[src/core/rtcal_pkg.sv]
// Shared constants for the alarm and time-stamp block: register map, field layout,
// reset values and the interrupt pulse timing.
// Assumes a byte-wide register port driven by the serial slave outside this block.
package rtcal_pkg;

  // Register byte addresses
  localparam logic [7:0] ADDR_STATUS = 8'h0a;
  localparam logic [7:0] ADDR_EVT_COUNT = 8'h0b;
  localparam logic [7:0] ADDR_CTRL = 8'h0c;
  localparam logic [7:0] ADDR_POWER = 8'h11;
  localparam logic [7:0] ADDR_ALARM0 = 8'h1d;
  localparam logic [7:0] ADDR_ALARM1 = 8'h23;
  localparam logic [7:0] ADDR_STAMP_BASE = 8'h40;

  // Time and alarm field order, matching the register order
  localparam int NUM_FIELDS = 6;
  localparam int FLD_SEC = 0;
  localparam int FLD_MIN = 1;
  localparam int FLD_HOUR = 2;
  localparam int FLD_DATE = 3;
  localparam int FLD_MONTH = 4;
  localparam int FLD_WDAY = 5;
  localparam int NUM_ALARMS = 2;

  // Alarm byte: top bit is the compare enable, the rest mirrors the time byte
  localparam int ALARM_EN_BIT = 7;
  localparam logic [NUM_FIELDS-1:0][7:0] ALARM_RESET =
    {8'h00, 8'h01, 8'h01, 8'h00, 8'h00, 8'h00};

  // Control register fields
  localparam int CTRL_AUTOCLR_BIT = 7;
  localparam int CTRL_PERIODIC_BIT = 6;
  localparam int CTRL_EN1_BIT = 5;
  localparam int CTRL_EN0_BIT = 4;
  localparam logic [7:0] CTRL_MASK = 8'hf0;
  localparam logic [7:0] CTRL_RESET = 8'h00;

  // Status register fields
  localparam int STAT_FLAG0_BIT = 0;
  localparam int STAT_FLAG1_BIT = 1;

  // Power control register: stamp clear, self-clearing
  localparam int POWER_STAMP_CLEAR_BIT = 7;

  // Stamps: seconds through month, five bytes per entry, eight-byte address stride
  localparam int STAMP_BYTES = 5;
  localparam int STAMP_W = STAMP_BYTES * 8;
  localparam int NUM_STAMPS = 6;
  localparam int STAMP_STRIDE_LOG2 = 3;
  localparam int STAMP_LOSS = 0;
  localparam int STAMP_RETURN = 1;
  localparam int STAMP_FIRST = 2;
  localparam int STAMP_RECENT = 3;
  localparam logic [7:0] EVT_COUNT_MAX = 8'hff;

  // Pulse-mode interrupt width, rounded up to whole clocks
  localparam int CLK_PERIOD_NS = 25;
  localparam int IRQ_PULSE_NS = 1000;
  localparam int IRQ_PULSE_CYCLES = (IRQ_PULSE_NS + CLK_PERIOD_NS - 1) / CLK_PERIOD_NS;

  typedef enum logic [0:0] {
    RTCAL_IRQ_IDLE = 1'b0,
    RTCAL_IRQ_PULSE = 1'b1
  } rtcal_irq_st_t;

endpackage : rtcal_pkg

[src/core/rtcal_stamp_if.sv]
// Carrier between the main block and the stamp store: capture and clear
// strobes, the time snapshot and the read port of the stamp array.
// Assumes both ends run on the same clock.
`timescale 1ns/10ps
interface rtcal_stamp_if;
  logic cap_loss;
  logic cap_return;
  logic cap_event;
  logic clr_power;
  logic clr_event;
  logic [rtcal_pkg::STAMP_W-1:0] snap;
  logic [2:0] rd_entry;
  logic [rtcal_pkg::STAMP_W-1:0] rd_word;

  modport ctrl (
    output cap_loss, cap_return, cap_event, clr_power, clr_event, snap, rd_entry,
    input rd_word
  );
  modport store (
    input cap_loss, cap_return, cap_event, clr_power, clr_event, snap, rd_entry,
    output rd_word
  );
endinterface : rtcal_stamp_if

[src/core/rtcal_alarm_match.sv]
// Combinational compare of one alarm's six bytes with the running time.
// Assumes time bytes are stable while compared; the caller times the compare.
`timescale 1ns/10ps
module rtcal_alarm_match (
  input wire logic [rtcal_pkg::NUM_FIELDS-1:0][7:0] alarm_i,
  input wire logic [rtcal_pkg::NUM_FIELDS-1:0][7:0] time_i,
  output logic any_en_o,
  output logic match_o
);
  logic [rtcal_pkg::NUM_FIELDS-1:0] en;
  logic [rtcal_pkg::NUM_FIELDS-1:0] hit;

  // [RULE1] enable bit, field compare
  // [RULE2] six fields only
  for (genvar f = 0; f < rtcal_pkg::NUM_FIELDS; f++) begin : g_fld
    assign en[f] = alarm_i[f][rtcal_pkg::ALARM_EN_BIT];
    assign hit[f] = ~en[f] |
      (alarm_i[f][rtcal_pkg::ALARM_EN_BIT-1:0] == time_i[f][rtcal_pkg::ALARM_EN_BIT-1:0]);
  end

  assign any_en_o = |en;
  // [RULE3] all enabled fields equal
  assign match_o = (&hit) & (|en);
endmodule : rtcal_alarm_match

[src/core/rtcal_stamp_store.sv]
// Stamp array: supply loss, supply return, first event and three recent events.
// Assumes capture strobes are one-cycle pulses; clears act before captures.
`timescale 1ns/10ps
module rtcal_stamp_store #(
  parameter int NUM_STAMPS = rtcal_pkg::NUM_STAMPS
) (
  input wire logic core_clk_i,
  input wire logic reset_i,
  rtcal_stamp_if.store sif
);
  if (NUM_STAMPS <= rtcal_pkg::STAMP_RECENT || NUM_STAMPS > 8) begin : g_chk
    $error("rtcal_stamp_store: NUM_STAMPS out of range");
  end

  logic [rtcal_pkg::STAMP_W-1:0] mem_q [NUM_STAMPS];
  logic [rtcal_pkg::STAMP_W-1:0] mem_d [NUM_STAMPS];
  logic loss_held_q, loss_held_d;
  logic first_held_q, first_held_d;

  always_comb begin
    mem_d = mem_q;
    loss_held_d = loss_held_q;
    first_held_d = first_held_q;
    // [RULE13] clear both supply stamps
    if (sif.clr_power) begin
      mem_d[rtcal_pkg::STAMP_LOSS] = '0;
      mem_d[rtcal_pkg::STAMP_RETURN] = '0;
      loss_held_d = 1'b0;
    end
    // [RULE12] first loss only
    if (sif.cap_loss && !loss_held_d) begin
      mem_d[rtcal_pkg::STAMP_LOSS] = sif.snap;
      loss_held_d = 1'b1;
    end
    // [RULE14] latest return overwrites
    if (sif.cap_return) begin
      mem_d[rtcal_pkg::STAMP_RETURN] = sif.snap;
    end
    // [RULE16] clear all event stamps
    if (sif.clr_event) begin
      for (int i = rtcal_pkg::STAMP_FIRST; i < NUM_STAMPS; i++) begin
        mem_d[i] = '0;
      end
      first_held_d = 1'b0;
    end
    // [RULE15] frozen first, shifting recent
    if (sif.cap_event) begin
      if (!first_held_d) begin
        mem_d[rtcal_pkg::STAMP_FIRST] = sif.snap;
        first_held_d = 1'b1;
      end
      for (int i = NUM_STAMPS - 1; i > rtcal_pkg::STAMP_RECENT; i--) begin
        mem_d[i] = mem_d[i-1];
      end
      mem_d[rtcal_pkg::STAMP_RECENT] = sif.snap;
    end
  end

  always_ff @(posedge core_clk_i) begin
    if (reset_i) begin
      // [RULE17] stamps reset to zero
      for (int i = 0; i < NUM_STAMPS; i++) begin
        mem_q[i] <= '0;
      end
      loss_held_q <= 1'b0;
      first_held_q <= 1'b0;
    end else begin
      mem_q <= mem_d;
      loss_held_q <= loss_held_d;
      first_held_q <= first_held_d;
    end
  end

  // Out-of-range entries are filtered by the caller's address decode
  assign sif.rd_word = mem_q[sif.rd_entry];
endmodule : rtcal_stamp_store

[src/core/rtcal_top.sv]
// Dual alarm compare, shared interrupt line and event time-stamp capture.
// Assumes time_i holds the new time in the cycle tick_i pulses, and a byte-wide
// register port from the serial slave with one-cycle write and read strobes.
//
// Contract
// [RULE1] Alarm byte mirrors time byte; top bit enables its compare.
// [RULE2] No year alarm; six fields seconds through weekday.
// [RULE3] Alarm triggers when all enabled fields equal the running time.
// [RULE4] Enabled alarm with periodic select 0 runs single-event mode.
// [RULE5] Single-event match sets flag and holds interrupt low until cleared.
// [RULE6] One shared interrupt; high again only when both flags cleared.
// [RULE7] Periodic select 1: interrupt pulses on every match of either alarm.
// [RULE8] Host clears a flag by writing 0 to it in status.
// [RULE9] Auto-clear bit set: status read clears both alarm flags.
// [RULE10] Pulse mode sets flag each trigger; pulsing ignores flag handling.
// [RULE11] Seconds disabled: fire on entering the matching minute only.
// [RULE12] Supply-loss stamp takes first switch to battery only.
// [RULE13] Writing 1 to stamp clear wipes both supply stamps.
// [RULE14] Supply-return stamp keeps the latest return to main supply.
// [RULE15] Event stamps: frozen first event plus three most recent.
// [RULE16] Writing zero to event counter clears all four event stamps.
// [RULE17] Cleared stamps read all zero, meaning no capture yet.
// [RULE18] Pulse-mode interrupt is one fixed-width low pulse per match.
`timescale 1ns/10ps
module rtcal_top #(
  parameter int IRQ_PULSE_CYCLES = rtcal_pkg::IRQ_PULSE_CYCLES
) (
  input wire logic core_clk_i,
  input wire logic reset_i,
  input wire logic [7:0] reg_addr_i,
  input wire logic [7:0] reg_wdata_i,
  input wire logic reg_wr_i,
  input wire logic reg_rd_i,
  output logic [7:0] reg_rdata_o,
  input wire logic [rtcal_pkg::NUM_FIELDS-1:0][7:0] time_i,
  input wire logic tick_i,
  input wire logic on_battery_i,
  input wire logic event_i,
  output logic irq_n_o
);
  localparam int PCW = $clog2(IRQ_PULSE_CYCLES + 1);

  // Width must end well before the next one-second match
  if (IRQ_PULSE_CYCLES < 1 || IRQ_PULSE_CYCLES > 4096) begin : g_chk
    $error("rtcal_top: IRQ_PULSE_CYCLES out of range");
  end

  localparam int NA = rtcal_pkg::NUM_ALARMS;
  localparam int NF = rtcal_pkg::NUM_FIELDS;
  localparam int STAMP_END = int'(rtcal_pkg::ADDR_STAMP_BASE) +
    (rtcal_pkg::NUM_STAMPS << rtcal_pkg::STAMP_STRIDE_LOG2);

  // The alarm bytes must end below the stamp window, which must fit the byte address space
  if (int'(rtcal_pkg::ADDR_ALARM0) + NA * NF > int'(rtcal_pkg::ADDR_STAMP_BASE) ||
      STAMP_END > 256) begin : g_map_chk
    $error("rtcal_top: register map overlaps or overflows");
  end

  // A stamp must fit its address stride, and the entry index is three bits wide
  if (rtcal_pkg::STAMP_BYTES > (1 << rtcal_pkg::STAMP_STRIDE_LOG2) ||
      rtcal_pkg::NUM_STAMPS > 8) begin : g_stamp_chk
    $error("rtcal_top: stamp layout does not fit its address window");
  end

  // One enable bit per alarm, all of them below the periodic select
  if (rtcal_pkg::CTRL_EN0_BIT + NA > rtcal_pkg::CTRL_PERIODIC_BIT) begin : g_ctrl_chk
    $error("rtcal_top: alarm enable bits collide with the mode bits");
  end

  // Register state
  logic [NA-1:0][NF-1:0][7:0] alarm_q, alarm_d;
  logic [7:0] ctrl_q, ctrl_d;
  logic [NA-1:0] flag_q, flag_d;
  logic [7:0] evt_cnt_q, evt_cnt_d;
  logic [7:0] rdata_q, rdata_d;

  // Alarm match history and battery edge state
  logic [NA-1:0] match_prev_q, match_prev_d;
  logic batt_q, batt_d;

  // Interrupt state
  rtcal_pkg::rtcal_irq_st_t irq_st_q, irq_st_d;
  logic [PCW-1:0] pulse_cnt_q, pulse_cnt_d;
  logic irq_n_q, irq_n_d;

  // Decode
  logic wr_status, rd_status, wr_ctrl, wr_power, wr_evt_cnt;
  logic in_stamp, stamp_rd;
  // One select per alarm byte, shared by the write and the read side
  logic [NA*NF-1:0] alarm_sel;
  logic [2:0] stamp_byte;
  logic [NA-1:0] any_en, match, active, trig;
  logic periodic, auto_clr;

  rtcal_stamp_if sif ();

  assign wr_status = reg_wr_i && (reg_addr_i == rtcal_pkg::ADDR_STATUS);
  assign rd_status = reg_rd_i && (reg_addr_i == rtcal_pkg::ADDR_STATUS);
  assign wr_ctrl = reg_wr_i && (reg_addr_i == rtcal_pkg::ADDR_CTRL);
  assign wr_power = reg_wr_i && (reg_addr_i == rtcal_pkg::ADDR_POWER);
  assign wr_evt_cnt = reg_wr_i && (reg_addr_i == rtcal_pkg::ADDR_EVT_COUNT);

  // Compared at nine bits so a window that ends at the top of the map still decodes
  assign in_stamp = (reg_addr_i >= rtcal_pkg::ADDR_STAMP_BASE) &&
    ({1'b0, reg_addr_i} < 9'(STAMP_END));
  assign stamp_rd = in_stamp && (stamp_byte < 3'(rtcal_pkg::STAMP_BYTES));
  assign stamp_byte = reg_addr_i[rtcal_pkg::STAMP_STRIDE_LOG2-1:0];

  assign periodic = ctrl_q[rtcal_pkg::CTRL_PERIODIC_BIT];
  assign auto_clr = ctrl_q[rtcal_pkg::CTRL_AUTOCLR_BIT];

  for (genvar e = 0; e < NA * NF; e++) begin : g_asel
    localparam logic [7:0] BYTE_ADDR = 8'(int'(rtcal_pkg::ADDR_ALARM0) + e);
    assign alarm_sel[e] = (reg_addr_i == BYTE_ADDR);
  end

  for (genvar a = 0; a < NA; a++) begin : g_alarm
    rtcal_alarm_match u_match (
      .alarm_i (alarm_q[a]),
      .time_i (time_i),
      .any_en_o (any_en[a]),
      .match_o (match[a])
    );
    // [RULE4] alarm enable plus any field
    assign active[a] = ctrl_q[rtcal_pkg::CTRL_EN0_BIT + a] & any_en[a];
    // [RULE11] fire only on entering the match
    assign trig[a] = tick_i & active[a] & match[a] & ~match_prev_q[a];
  end

  // Stamp control: the stamp store sees the whole seconds-through-month snapshot
  assign sif.snap = time_i[rtcal_pkg::FLD_MONTH:rtcal_pkg::FLD_SEC];
  assign sif.cap_loss = on_battery_i & ~batt_q;
  assign sif.cap_return = ~on_battery_i & batt_q;
  assign sif.cap_event = event_i;
  // [RULE13] stamp clear strobe
  assign sif.clr_power = wr_power & reg_wdata_i[rtcal_pkg::POWER_STAMP_CLEAR_BIT];
  // [RULE16] zero write clears events
  assign sif.clr_event = wr_evt_cnt & (reg_wdata_i == 8'h00);
  // Index held at zero outside the window so the array is never read past its end
  assign sif.rd_entry = stamp_rd ? reg_addr_i[rtcal_pkg::STAMP_STRIDE_LOG2 +: 3] : 3'h0;

  rtcal_stamp_store #(
    .NUM_STAMPS (rtcal_pkg::NUM_STAMPS)
  ) u_stamp (
    .core_clk_i (core_clk_i),
    .reset_i (reset_i),
    .sif (sif)
  );

  // Register file: writes, flags and read data
  always_comb begin
    alarm_d = alarm_q;
    ctrl_d = ctrl_q;
    flag_d = flag_q;
    evt_cnt_d = evt_cnt_q;
    rdata_d = rdata_q;
    for (int a = 0; a < NA; a++) begin
      for (int f = 0; f < NF; f++) begin
        if (reg_wr_i && alarm_sel[a * NF + f]) begin
          alarm_d[a][f] = reg_wdata_i;
        end
      end
    end
    // Reserved low control bits are dropped on write and read back zero
    if (wr_ctrl) begin
      ctrl_d = reg_wdata_i & rtcal_pkg::CTRL_MASK;
    end
    // [RULE8] write 0 clears, write 1 keeps
    if (wr_status) begin
      flag_d[0] = flag_q[0] & reg_wdata_i[rtcal_pkg::STAT_FLAG0_BIT];
      flag_d[1] = flag_q[1] & reg_wdata_i[rtcal_pkg::STAT_FLAG1_BIT];
    end
    // [RULE9] auto-clear on status read
    if (rd_status && auto_clr) begin
      flag_d = '0;
    end
    // [RULE5] set on match, beats a clear
    // [RULE10] pulse mode also sets the flag
    flag_d = flag_d | trig;
    // Counter saturates so a long burst cannot wrap back to zero
    if (wr_evt_cnt) begin
      evt_cnt_d = reg_wdata_i;
    end else if (event_i && evt_cnt_q != rtcal_pkg::EVT_COUNT_MAX) begin
      evt_cnt_d = evt_cnt_q + 8'h01;
    end
    if (reg_rd_i) begin
      rdata_d = 8'h00;
      if (reg_addr_i == rtcal_pkg::ADDR_STATUS) begin
        rdata_d[rtcal_pkg::STAT_FLAG0_BIT] = flag_q[0];
        rdata_d[rtcal_pkg::STAT_FLAG1_BIT] = flag_q[1];
      end else if (reg_addr_i == rtcal_pkg::ADDR_EVT_COUNT) begin
        rdata_d = evt_cnt_q;
      end else if (reg_addr_i == rtcal_pkg::ADDR_CTRL) begin
        rdata_d = ctrl_q;
      end else if (reg_addr_i == rtcal_pkg::ADDR_POWER) begin
        // Stamp clear acts once and is not stored, so this byte reads back zero
        rdata_d = 8'h00;
      end else if (stamp_rd) begin
        // [RULE17] cleared stamp reads zero
        rdata_d = sif.rd_word[stamp_byte*8 +: 8];
      end
      for (int a = 0; a < NA; a++) begin
        for (int f = 0; f < NF; f++) begin
          if (alarm_sel[a * NF + f]) begin
            rdata_d = alarm_q[a][f];
          end
        end
      end
    end
  end

  always_ff @(posedge core_clk_i) begin
    if (reset_i) begin
      alarm_q <= {NA{rtcal_pkg::ALARM_RESET}};
      ctrl_q <= rtcal_pkg::CTRL_RESET;
      flag_q <= '0;
      evt_cnt_q <= 8'h00;
      rdata_q <= 8'h00;
    end else begin
      alarm_q <= alarm_d;
      ctrl_q <= ctrl_d;
      flag_q <= flag_d;
      evt_cnt_q <= evt_cnt_d;
      rdata_q <= rdata_d;
    end
  end

  // Match history only moves on a time step, so a long match fires once
  always_comb begin
    match_prev_d = match_prev_q;
    if (tick_i) begin
      match_prev_d = match & active;
    end
    batt_d = on_battery_i;
  end

  always_ff @(posedge core_clk_i) begin
    if (reset_i) begin
      match_prev_q <= '0;
      batt_q <= 1'b0;
    end else begin
      match_prev_q <= match_prev_d;
      batt_q <= batt_d;
    end
  end

  // Shared interrupt line
  always_comb begin
    irq_st_d = irq_st_q;
    pulse_cnt_d = pulse_cnt_q;
    irq_n_d = 1'b1;
    if (!periodic) begin
      irq_st_d = rtcal_pkg::RTCAL_IRQ_IDLE;
      pulse_cnt_d = '0;
      // [RULE5] low while a flag stands
      // [RULE6] high only when both clear
      irq_n_d = ~(|flag_d);
    end else begin
      // [RULE7] pulse on each match
      // [RULE18] fixed pulse width
      case (irq_st_q)
        rtcal_pkg::RTCAL_IRQ_IDLE: begin
          if (|trig) begin
            irq_st_d = rtcal_pkg::RTCAL_IRQ_PULSE;
            pulse_cnt_d = PCW'(IRQ_PULSE_CYCLES - 1);
            irq_n_d = 1'b0;
          end
        end
        rtcal_pkg::RTCAL_IRQ_PULSE: begin
          // A match inside a pulse restarts it rather than stacking a second one
          if (|trig) begin
            pulse_cnt_d = PCW'(IRQ_PULSE_CYCLES - 1);
            irq_n_d = 1'b0;
          end else if (pulse_cnt_q == '0) begin
            irq_st_d = rtcal_pkg::RTCAL_IRQ_IDLE;
          end else begin
            pulse_cnt_d = pulse_cnt_q - PCW'(1);
            irq_n_d = 1'b0;
          end
        end
        default: begin
          irq_st_d = rtcal_pkg::RTCAL_IRQ_IDLE;
          pulse_cnt_d = '0;
        end
      endcase
    end
  end

  always_ff @(posedge core_clk_i) begin
    if (reset_i) begin
      irq_st_q <= rtcal_pkg::RTCAL_IRQ_IDLE;
      pulse_cnt_q <= '0;
      irq_n_q <= 1'b1;
    end else begin
      irq_st_q <= irq_st_d;
      pulse_cnt_q <= pulse_cnt_d;
      irq_n_q <= irq_n_d;
    end
  end

  assign irq_n_o = irq_n_q;
  assign reg_rdata_o = rdata_q;
endmodule : rtcal_top

[config.mk]
export PLATFORM = sky130hd
export DESIGN_NAME = rtcal_top
export DESIGN_NICKNAME = d
export VERILOG_FILES = /design/src/core/rtcal_pkg.sv /design/src/core/rtcal_stamp_if.sv /design/src/core/rtcal_alarm_match.sv /design/src/core/rtcal_stamp_store.sv /design/src/core/rtcal_top.sv
export SDC_FILE = /design/constraint.sdc
export NUM_CORES = 1
export LEC_CHECK = 0
export BUFFER_PORTS_ARGS = -buffer_cell sky130_fd_sc_hd__buf_2
export CAP_MARGIN = 10
export CORE_MARGIN = 3
export CORE_UTILIZATION = 54
export DETAILED_ROUTE_END_ITERATION = 6
export GPL_ROUTABILITY_DRIVEN = 1
export MAX_ROUTING_LAYER = met4
export PLACE_DENSITY = 0.8
export SYNTH_ARGS = -nofsm -noshare
export SYNTH_HDL_FRONTEND = slang
export SYNTH_HIERARCHICAL = 1
export SYNTH_SLANG_ARGS = --single-unit
[constraint.sdc]
create_clock -name core_clk_i -period 7 [get_ports core_clk_i]
set_input_delay 0.7 -clock core_clk_i [delete_from_list [all_inputs] [get_ports core_clk_i]]
set_output_delay 0.7 -clock core_clk_i [all_outputs]
set_load 0.02 [all_outputs]
==> flow_summary.yaml, run 1 <==
drt:
  final_antenna_net_count: 0
  met1_length_mm: 24.4
  wl_mm: 62.0
  routed-via-count: 16800
  vias_per_cell: 6.77
  drcViolationCount: 0
  wire_per_inst_um: 25.0
  dr.pass1.iters: 6
  dr_wl_met2_mm: 27.8
  highest_layer: "met4"
  first_iter_violations: 2027
  met3_wirelength_mm: 6.58
logic_synthesis:
  async_flop_share_pct: 0
  netlist_area_um2: 18300
  syn_avg_cell_area_um2: 8.95
  syn_nets: 2119
  ys_types: 70
  synth-edff-count: 0
  ys_seq_area_share_pct: 40.6
  ys_warn_count: 6
  synth_top_flop_cell: "dfxtp_1"
  ys_seq_elements: 371
  syn_inst: 2045
place:
  dpl.hpwl_mm: 39.2
  portBuffers: 78
  gp_congestion: 1.06
clock_tree:
  cts_resized: 0
  path_clk_slew_ns: 0.06
  clock_latency_ns: 0.56
  cts_root_buffer: "clkbuf_16"
  clockBufferDepth: 3
  ctsHoldBuffers: 0
  cts_tree: "done"
  cts_setup_buffers: 0
  cts.sinks: 371
  htree_levels: 2
  numCtsBuffers: 40
layout:
  drive_above_1_share_pct: 12.5
  area_delta_synth_final_pct: 9.43
  nets: 2077
  layout_commonest_cell: "dfxtp_1"
  fill_cells: 2813
  final_cell_mix: "dfxtp_1, nor2_1, a21oi_1"
worst_hold_path:
  hp-class: "input pin to flop"
  holdCritStartpoint: "time_i[15]"
worst_setup_path:
  cp_max_fo: 41
  crit_required_ns: 7.43
  crit_chain: "buf_2 -> buf_4 -> o21ai_0 -> and3_4 -> nand2b_1 -> buf_4 -> o221ai_1 -> mux4_2 -> nor2b_1 -> o21ai_0 -> a22oi_1 -> o31ai_1 -> a21oi_1"
  startpoint: "reg_addr_i[1]"
  cp_slowest_cell: "and3_4"
  crit_path_end_kind: "flop"
  start_kind: "input pin"
  cp.arrival_ns: 5.28
  crit_type: "input pin to flop"
  worstReg2RegStart: "alarm_q[19]"
  slowest_delay_ns: 0.76
timing:
  worst_hold_slack_ns: 0.430
  period_minus_slack_ns: 4.85
  tightest_slew_ns: 1.19
  skew_ns: 0.0217
  hold_violations: 0
  fmax_mhz: 206
  rsz0062_at_grt: "false"
  slew_headroom_pct: 20.3
  min_period_over_period_pct: 69.2
  drv_slew: 0
  setup_viol: 0
  fin_setup_tns_ns: 0
global_route:
  antenna_found_initial: 1
  grt_pass1_wl_mm: 94.0
  first_global_vias: 15800
  grt_max_degree: 87
  grt_usage_pct: 34.1
  overflow: 0
die:
  fp.dieW_um: 190
  io_pins: 80
  die_y_um: 190
  coreArea_um2: 32900
  dieArea_um2: 36100
  rows: 66
  start_util_pct: 55.6
job:
  cap_violations: 0
power:
  p_leak_nw: 7.14
  vdd_ir_drop_max_mv: 0.205
  p_per_area_nw_per_um2: 244
status:
  outcome: "complete, no violations"
==> report_power, final <==
group          total [mW]  switching (mW)  internal, mW
Clock                2.18           0.906          1.28
Combinational       0.489           0.335         0.154
Sequential           2.21          0.0394          2.17
==> critical path, delay by kind of cell <==
| kind | cells | cell delay [ns] |
|---|---|---|
| simple gates | 3 | 1.54 |
| buf+inv | 3 | 0.66 |
| mux | 1 | 0.53 |
| compound gates | 6 | 1.83 |
==> registers in the layout, indices dropped and copies added, names as in the netlist, 2 cells and up <==
| signal | flops |
|---|---|
| match_prev_q | 2 |
| evt_cnt_q | 8 |
| ctrl_q | 4 |
| alarm_q | 96 |
| u_stamp/mem_q | 240 |
| flag_q | 2 |
| pulse_cnt_q | 6 |
| reg_rdata_o | 8 |
==> layer usage <==
metal	up-vias	global-route usage, %
met5	-	-
met4	0	15.3
met3	217	5.84
met2	1053	52.3
met1	8081	44.3
li1	7409	-
==> stage by stage <==
| step | utilization (%) | power, mW | setup WS, ns | std cells | cell area, µm² |
|---|---|---|---|---|---|
| global placement | 56.7 | 2.71 | 1.83 | 2403 | 18700 |
| global route | 60.8 | 5.01 | 2.12 | 2477 | 20000 |
| detailed placement | 56.7 | 2.73 | 1.86 | 2403 | 18700 |
| floorplan | - | 2.56 | 3.14 | 2045 | 18300 |
| finish | 60.8 | 4.89 | 2.15 | 2477 | 20000 |
| CTS | 60.8 | 4.89 | 2.40 | 2476 | 20000 |
==> synthesized netlist by cell type (all sizes together) (13+ instances only) <==
| cell type | number | area [µm²] |
|---|---|---|
| xor2 | 39 | 342 |
| xnor2 | 57 | 499 |
| clkbuf | 115 | 433 |
| a21oi | 186 | 931 |
| o22ai | 13 | 81.3 |
| buf | 75 | 415 |
| nand2 | 101 | 379 |
| nand2b | 17 | 106 |
| mux2 | 47 | 529 |
| a211oi | 16 | 120 |
| a22o | 81 | 709 |
| o21ai | 37 | 185 |
| dfxtp | 371 | 7430 |
| nor2 | 223 | 845 |
| a22oi | 43 | 323 |
| mux2i | 172 | 1720 |
| o221ai | 46 | 403 |
| nor3b | 43 | 323 |
| nand4 | 20 | 125 |
| o211ai | 86 | 646 |
| inv | 19 | 71.3 |
| nand3 | 109 | 546 |
| nor2b | 13 | 81.3 |
==> worst paths after layout <==
kind	endpoint	slack, ns	cells after the start
max	reg_rdata_o[1]	2.15	13
max reg2reg	irq_n_o	4.16	10
min	u_stamp/mem_q[175]	0.43	3
min reg2reg	u_stamp/mem_q[7]	0.48	1
==> cell type report <==
type	count	area, µm²	share of cell area (%)
inverter	19	71.3	0.356
antenna	1	2.50	0.0125
clock inverter	15	194	0.968
sequential	371	7430	37.1
timing repair buffer	106	612	3.05
clock buffer	58	1160	5.79
multi-input combinational	1465	10000	50.0
tap	442	553	2.76
==> logic make-up (layout without fill, tap and decap cells) <==
logic type	count (synthesis)	count (layout)	synth area share (%)
DFF	371	371	40.6
xor gates and xnor gates	96	96	4.59
muxes	222	222	12.7
AOI/OAI and AO/OA	566	566	21.8
buffers and inverters	209	198	5.02
other	0	1	0
and+or+nand+nor	578	578	15.1
adders and majority gates	3	3	0.205
No activity file was read; power rests on OpenSTA's default activity.
==> inputs of run 2 (changes only) <==
--- a/config.mk
+++ b/config.mk
@@ -12,7 +12,7 @@
 export DETAILED_ROUTE_END_ITERATION = 6
 export GPL_ROUTABILITY_DRIVEN = 1
 export MAX_ROUTING_LAYER = met4
-export PLACE_DENSITY = 0.8
+export PLACE_DENSITY = 0.83
 export SYNTH_ARGS = -nofsm -noshare
 export SYNTH_HDL_FRONTEND = slang
 export SYNTH_HIERARCHICAL = 1
==> constraint.sdc (replaced) <==
create_clock -name core_clk_i -period 4.24 [get_ports core_clk_i]
set_input_delay 0.424 -clock core_clk_i [delete_from_list [all_inputs] [get_ports core_clk_i]]
set_output_delay 0.424 -clock core_clk_i [all_outputs]
set_load 0.02 [all_outputs]
==> run 2 against run 1 <==
Effect of this change: the run now ends with DRC left; largest cell class unchanged; cell area increased by 1.6%; register-to-register slack got worse by 2.7 ns; combinational power increased by 70%; core utilization increased by 0.96 points; global-route usage increased by 0.56 points; via count increased by 1.6%; flip-flop and latch count unchanged; die area unchanged; critical path depth unchanged; non-clock buffer count increased by 37; power increased by 65%; first-iteration DRC count increased by 10%.
==> flow_summary.yaml, run 2 (synthesis results as in run 1) <==
status:
  outcome: "finished with violations"
  violations: "DRC"
power:
  vdd_ir_drop_max_mv: 0.295
  p_per_area_nw_per_um2: 395
  p_leak_nw: 7.35
layout:
  final_cell_mix: "dfxtp_1, nor2_1, a21oi_1"
  instances_no_fill: 2514
  largest_reg_flops: 240
  regMostFlops: "u_stamp/mem_q"
  nets: 2115
  drive_above_1_share_pct: 14.2
  final_core_util_pct: 61.8
  seq_area_um2: 7430
  area_delta_synth_final_pct: 11.2
  layout_commonest_cell: "dfxtp_1"
  multiInputGateArea_um2: 10000
  fill_cells: 2739
  top_regs: "u_stamp/mem_q (240), alarm_q (96)"
clock_tree:
  cts_resized: 0
  cts_setup_buffers: 0
  cts_root_buffer: "clkbuf_16"
  cts.sinks: 371
  path_clk_slew_ns: 0.06
  clockBufferDepth: 3
  cts_tree: "done"
  clock_latency_ns: 0.55
  htree_levels: 2
  ctsHoldBuffers: 0
  numCtsBuffers: 41
global_route:
  antenna_found_initial: 3
  overflow: 0
  first_global_vias: 16300
  grt_usage_pct: 34.7
  grt_max_degree: 155
  grt_pass1_wl_mm: 95.9
drt:
  wl_mm: 62.5
  vias_per_cell: 6.77
  wire_per_inst_um: 24.9
  routed-via-count: 17000
  first_iter_violations: 2230
  dr.pass1.iters: 7
  final_antenna_net_count: 0
  drcViolationCount: 2
worst_hold_path:
  holdCritStartpoint: "time_i[31]"
  holdPathEnd: "u_stamp/mem_q[231]"
  hp-class: "input pin to flop"
  whs_path_depth: 3
timing:
  fin_setup_tns_ns: 0
  min_period_over_period_pct: 81.7
  hold_violations: 0
  worst_hold_slack_ns: 0.164
  skew_ns: 0.0258
  fmax_mhz: 289
  setup_viol: 0
  fin_ws_ns: 0.776
  slew_headroom_pct: 35.7
  drv_slew: 0
  period_minus_slack_ns: 3.46
  tightest_slew_ns: 0.965
  rsz0062_at_grt: "false"
worst_setup_path:
  crit_required_ns: 4.66
  cp_max_fo: 35
  worstReg2RegStart: "u_stamp/mem_q[145]"
  start_kind: "input pin"
  r2r_setup_slack_ns: 1.47
  r2r_cells: 9
  slowest_delay_ns: 0.54
  crit_type: "input pin to flop"
  crit_chain: "buf_2 -> o21ai_0 -> buf_4 -> and3_4 -> nand2b_1 -> buf_12 -> o221ai_1 -> mux4_2 -> nor2b_1 -> o21ai_0 -> a22oi_1 -> o31ai_1 -> a21oi_1"
  r2r-end: "reg_rdata_o[1]"
  cp_slowest_cell: "mux4_2"
  crit_buf_inv: 3
  cp_top_family: "compound AO/OA/AOI/OAI gates"
  crit_path_end_kind: "flop"
  cp.arrival_ns: 3.89
  crit_path_frequent_cell: "o21ai_0"
die:
  rows: 66
  coreArea_um2: 32900
  start_util_pct: 55.6
  dieArea_um2: 36100
  io_pins: 80
  fp.dieW_um: 190
  die_y_um: 190
place:
  dp.cells: 2440
  post-place-ws_ns: 0.423
  dpl.hpwl_mm: 41.2
  gp_congestion: 1.00
  portBuffers: 78
job:
  cap_violations: 0
-- run 2: cell count changes in the layout (fill, tap and decap cells not counted), sizes merged --
cell / change
buf: +37
clkinvlp: -3
inv: +3
clkinv: -2
diode: +2
bufinv: -1
clkbuf: +1
-- run 2: per-layer routing --
metal / up-vias / track usage [%] / routed length (µm)
met1: 8174 / 44.0 / 24400
met3: 244 / 6.12 / 6250
met4: 0 / 15.8 / 3330
met2: 1115 / 54.1 / 28500
met5: - / - / 0
li1: 7493 / - / -
-- run 2: layout make-up --
| cell class | instances | share of cell area [%] |
|---|---|---|
| diodes | 3 | 0.0369 |
| clock buffers | 59 | 5.92 |
| clock inverters | 12 | 0.590 |
| inverters | 19 | 0.350 |
| multi-input cells | 1465 | 49.2 |
| flip-flops and latches | 371 | 36.5 |
| well taps | 442 | 2.72 |
| repair buffers | 143 | 4.68 |
-- run 2: report_power, final --
part / leakage, nW / switching (mW) / internal [mW]
Combinational: 3.68 / 0.555 / 0.274
Clock: 0.657 / 1.46 / 2.09
Sequential: 3.02 / 0.0676 / 3.59
-- run 2: worst max-delay path by stage --
| stage | from | slack [ns] | end | cells after the start |
|---|---|---|---|---|
| after floorplan | reg_addr_i[0] | 0.66 | reg_rdata_o[4] | 15 |
| after global placement | reg_addr_i[0] | 0.46 | reg_rdata_o[1] | 13 |
| after detailed placement | reg_addr_i[0] | 0.42 | reg_rdata_o[1] | 13 |
| after CTS | reg_addr_i[0] | 0.97 | reg_rdata_o[1] | 13 |
| after global routing | reg_addr_i[4] | 0.71 | reg_rdata_o[6] | 12 |
| final | reg_addr_i[0] | 0.78 | reg_rdata_o[1] | 13 |
-- run 2: metrics by stage --
step	total power, mW	instance area, µm²
after floorplan	4.23	18300
after global placement	4.50	19000
after detailed placement	4.53	19000
after CTS	8.03	20300
after global routing	8.26	20300
final	8.04	20300
-- run 2: worst register-to-register path: stages, from the launching register on --
cell,delay (ns)
dfxtp_1,0.32
mux2_2,0.26
nand2_1,0.08
o221ai_1,0.17
mux4_2,0.54
nor2b_1,0.16
o21ai_0,0.38
a22oi_1,0.16
o31ai_1,0.46
a21oi_1,0.12
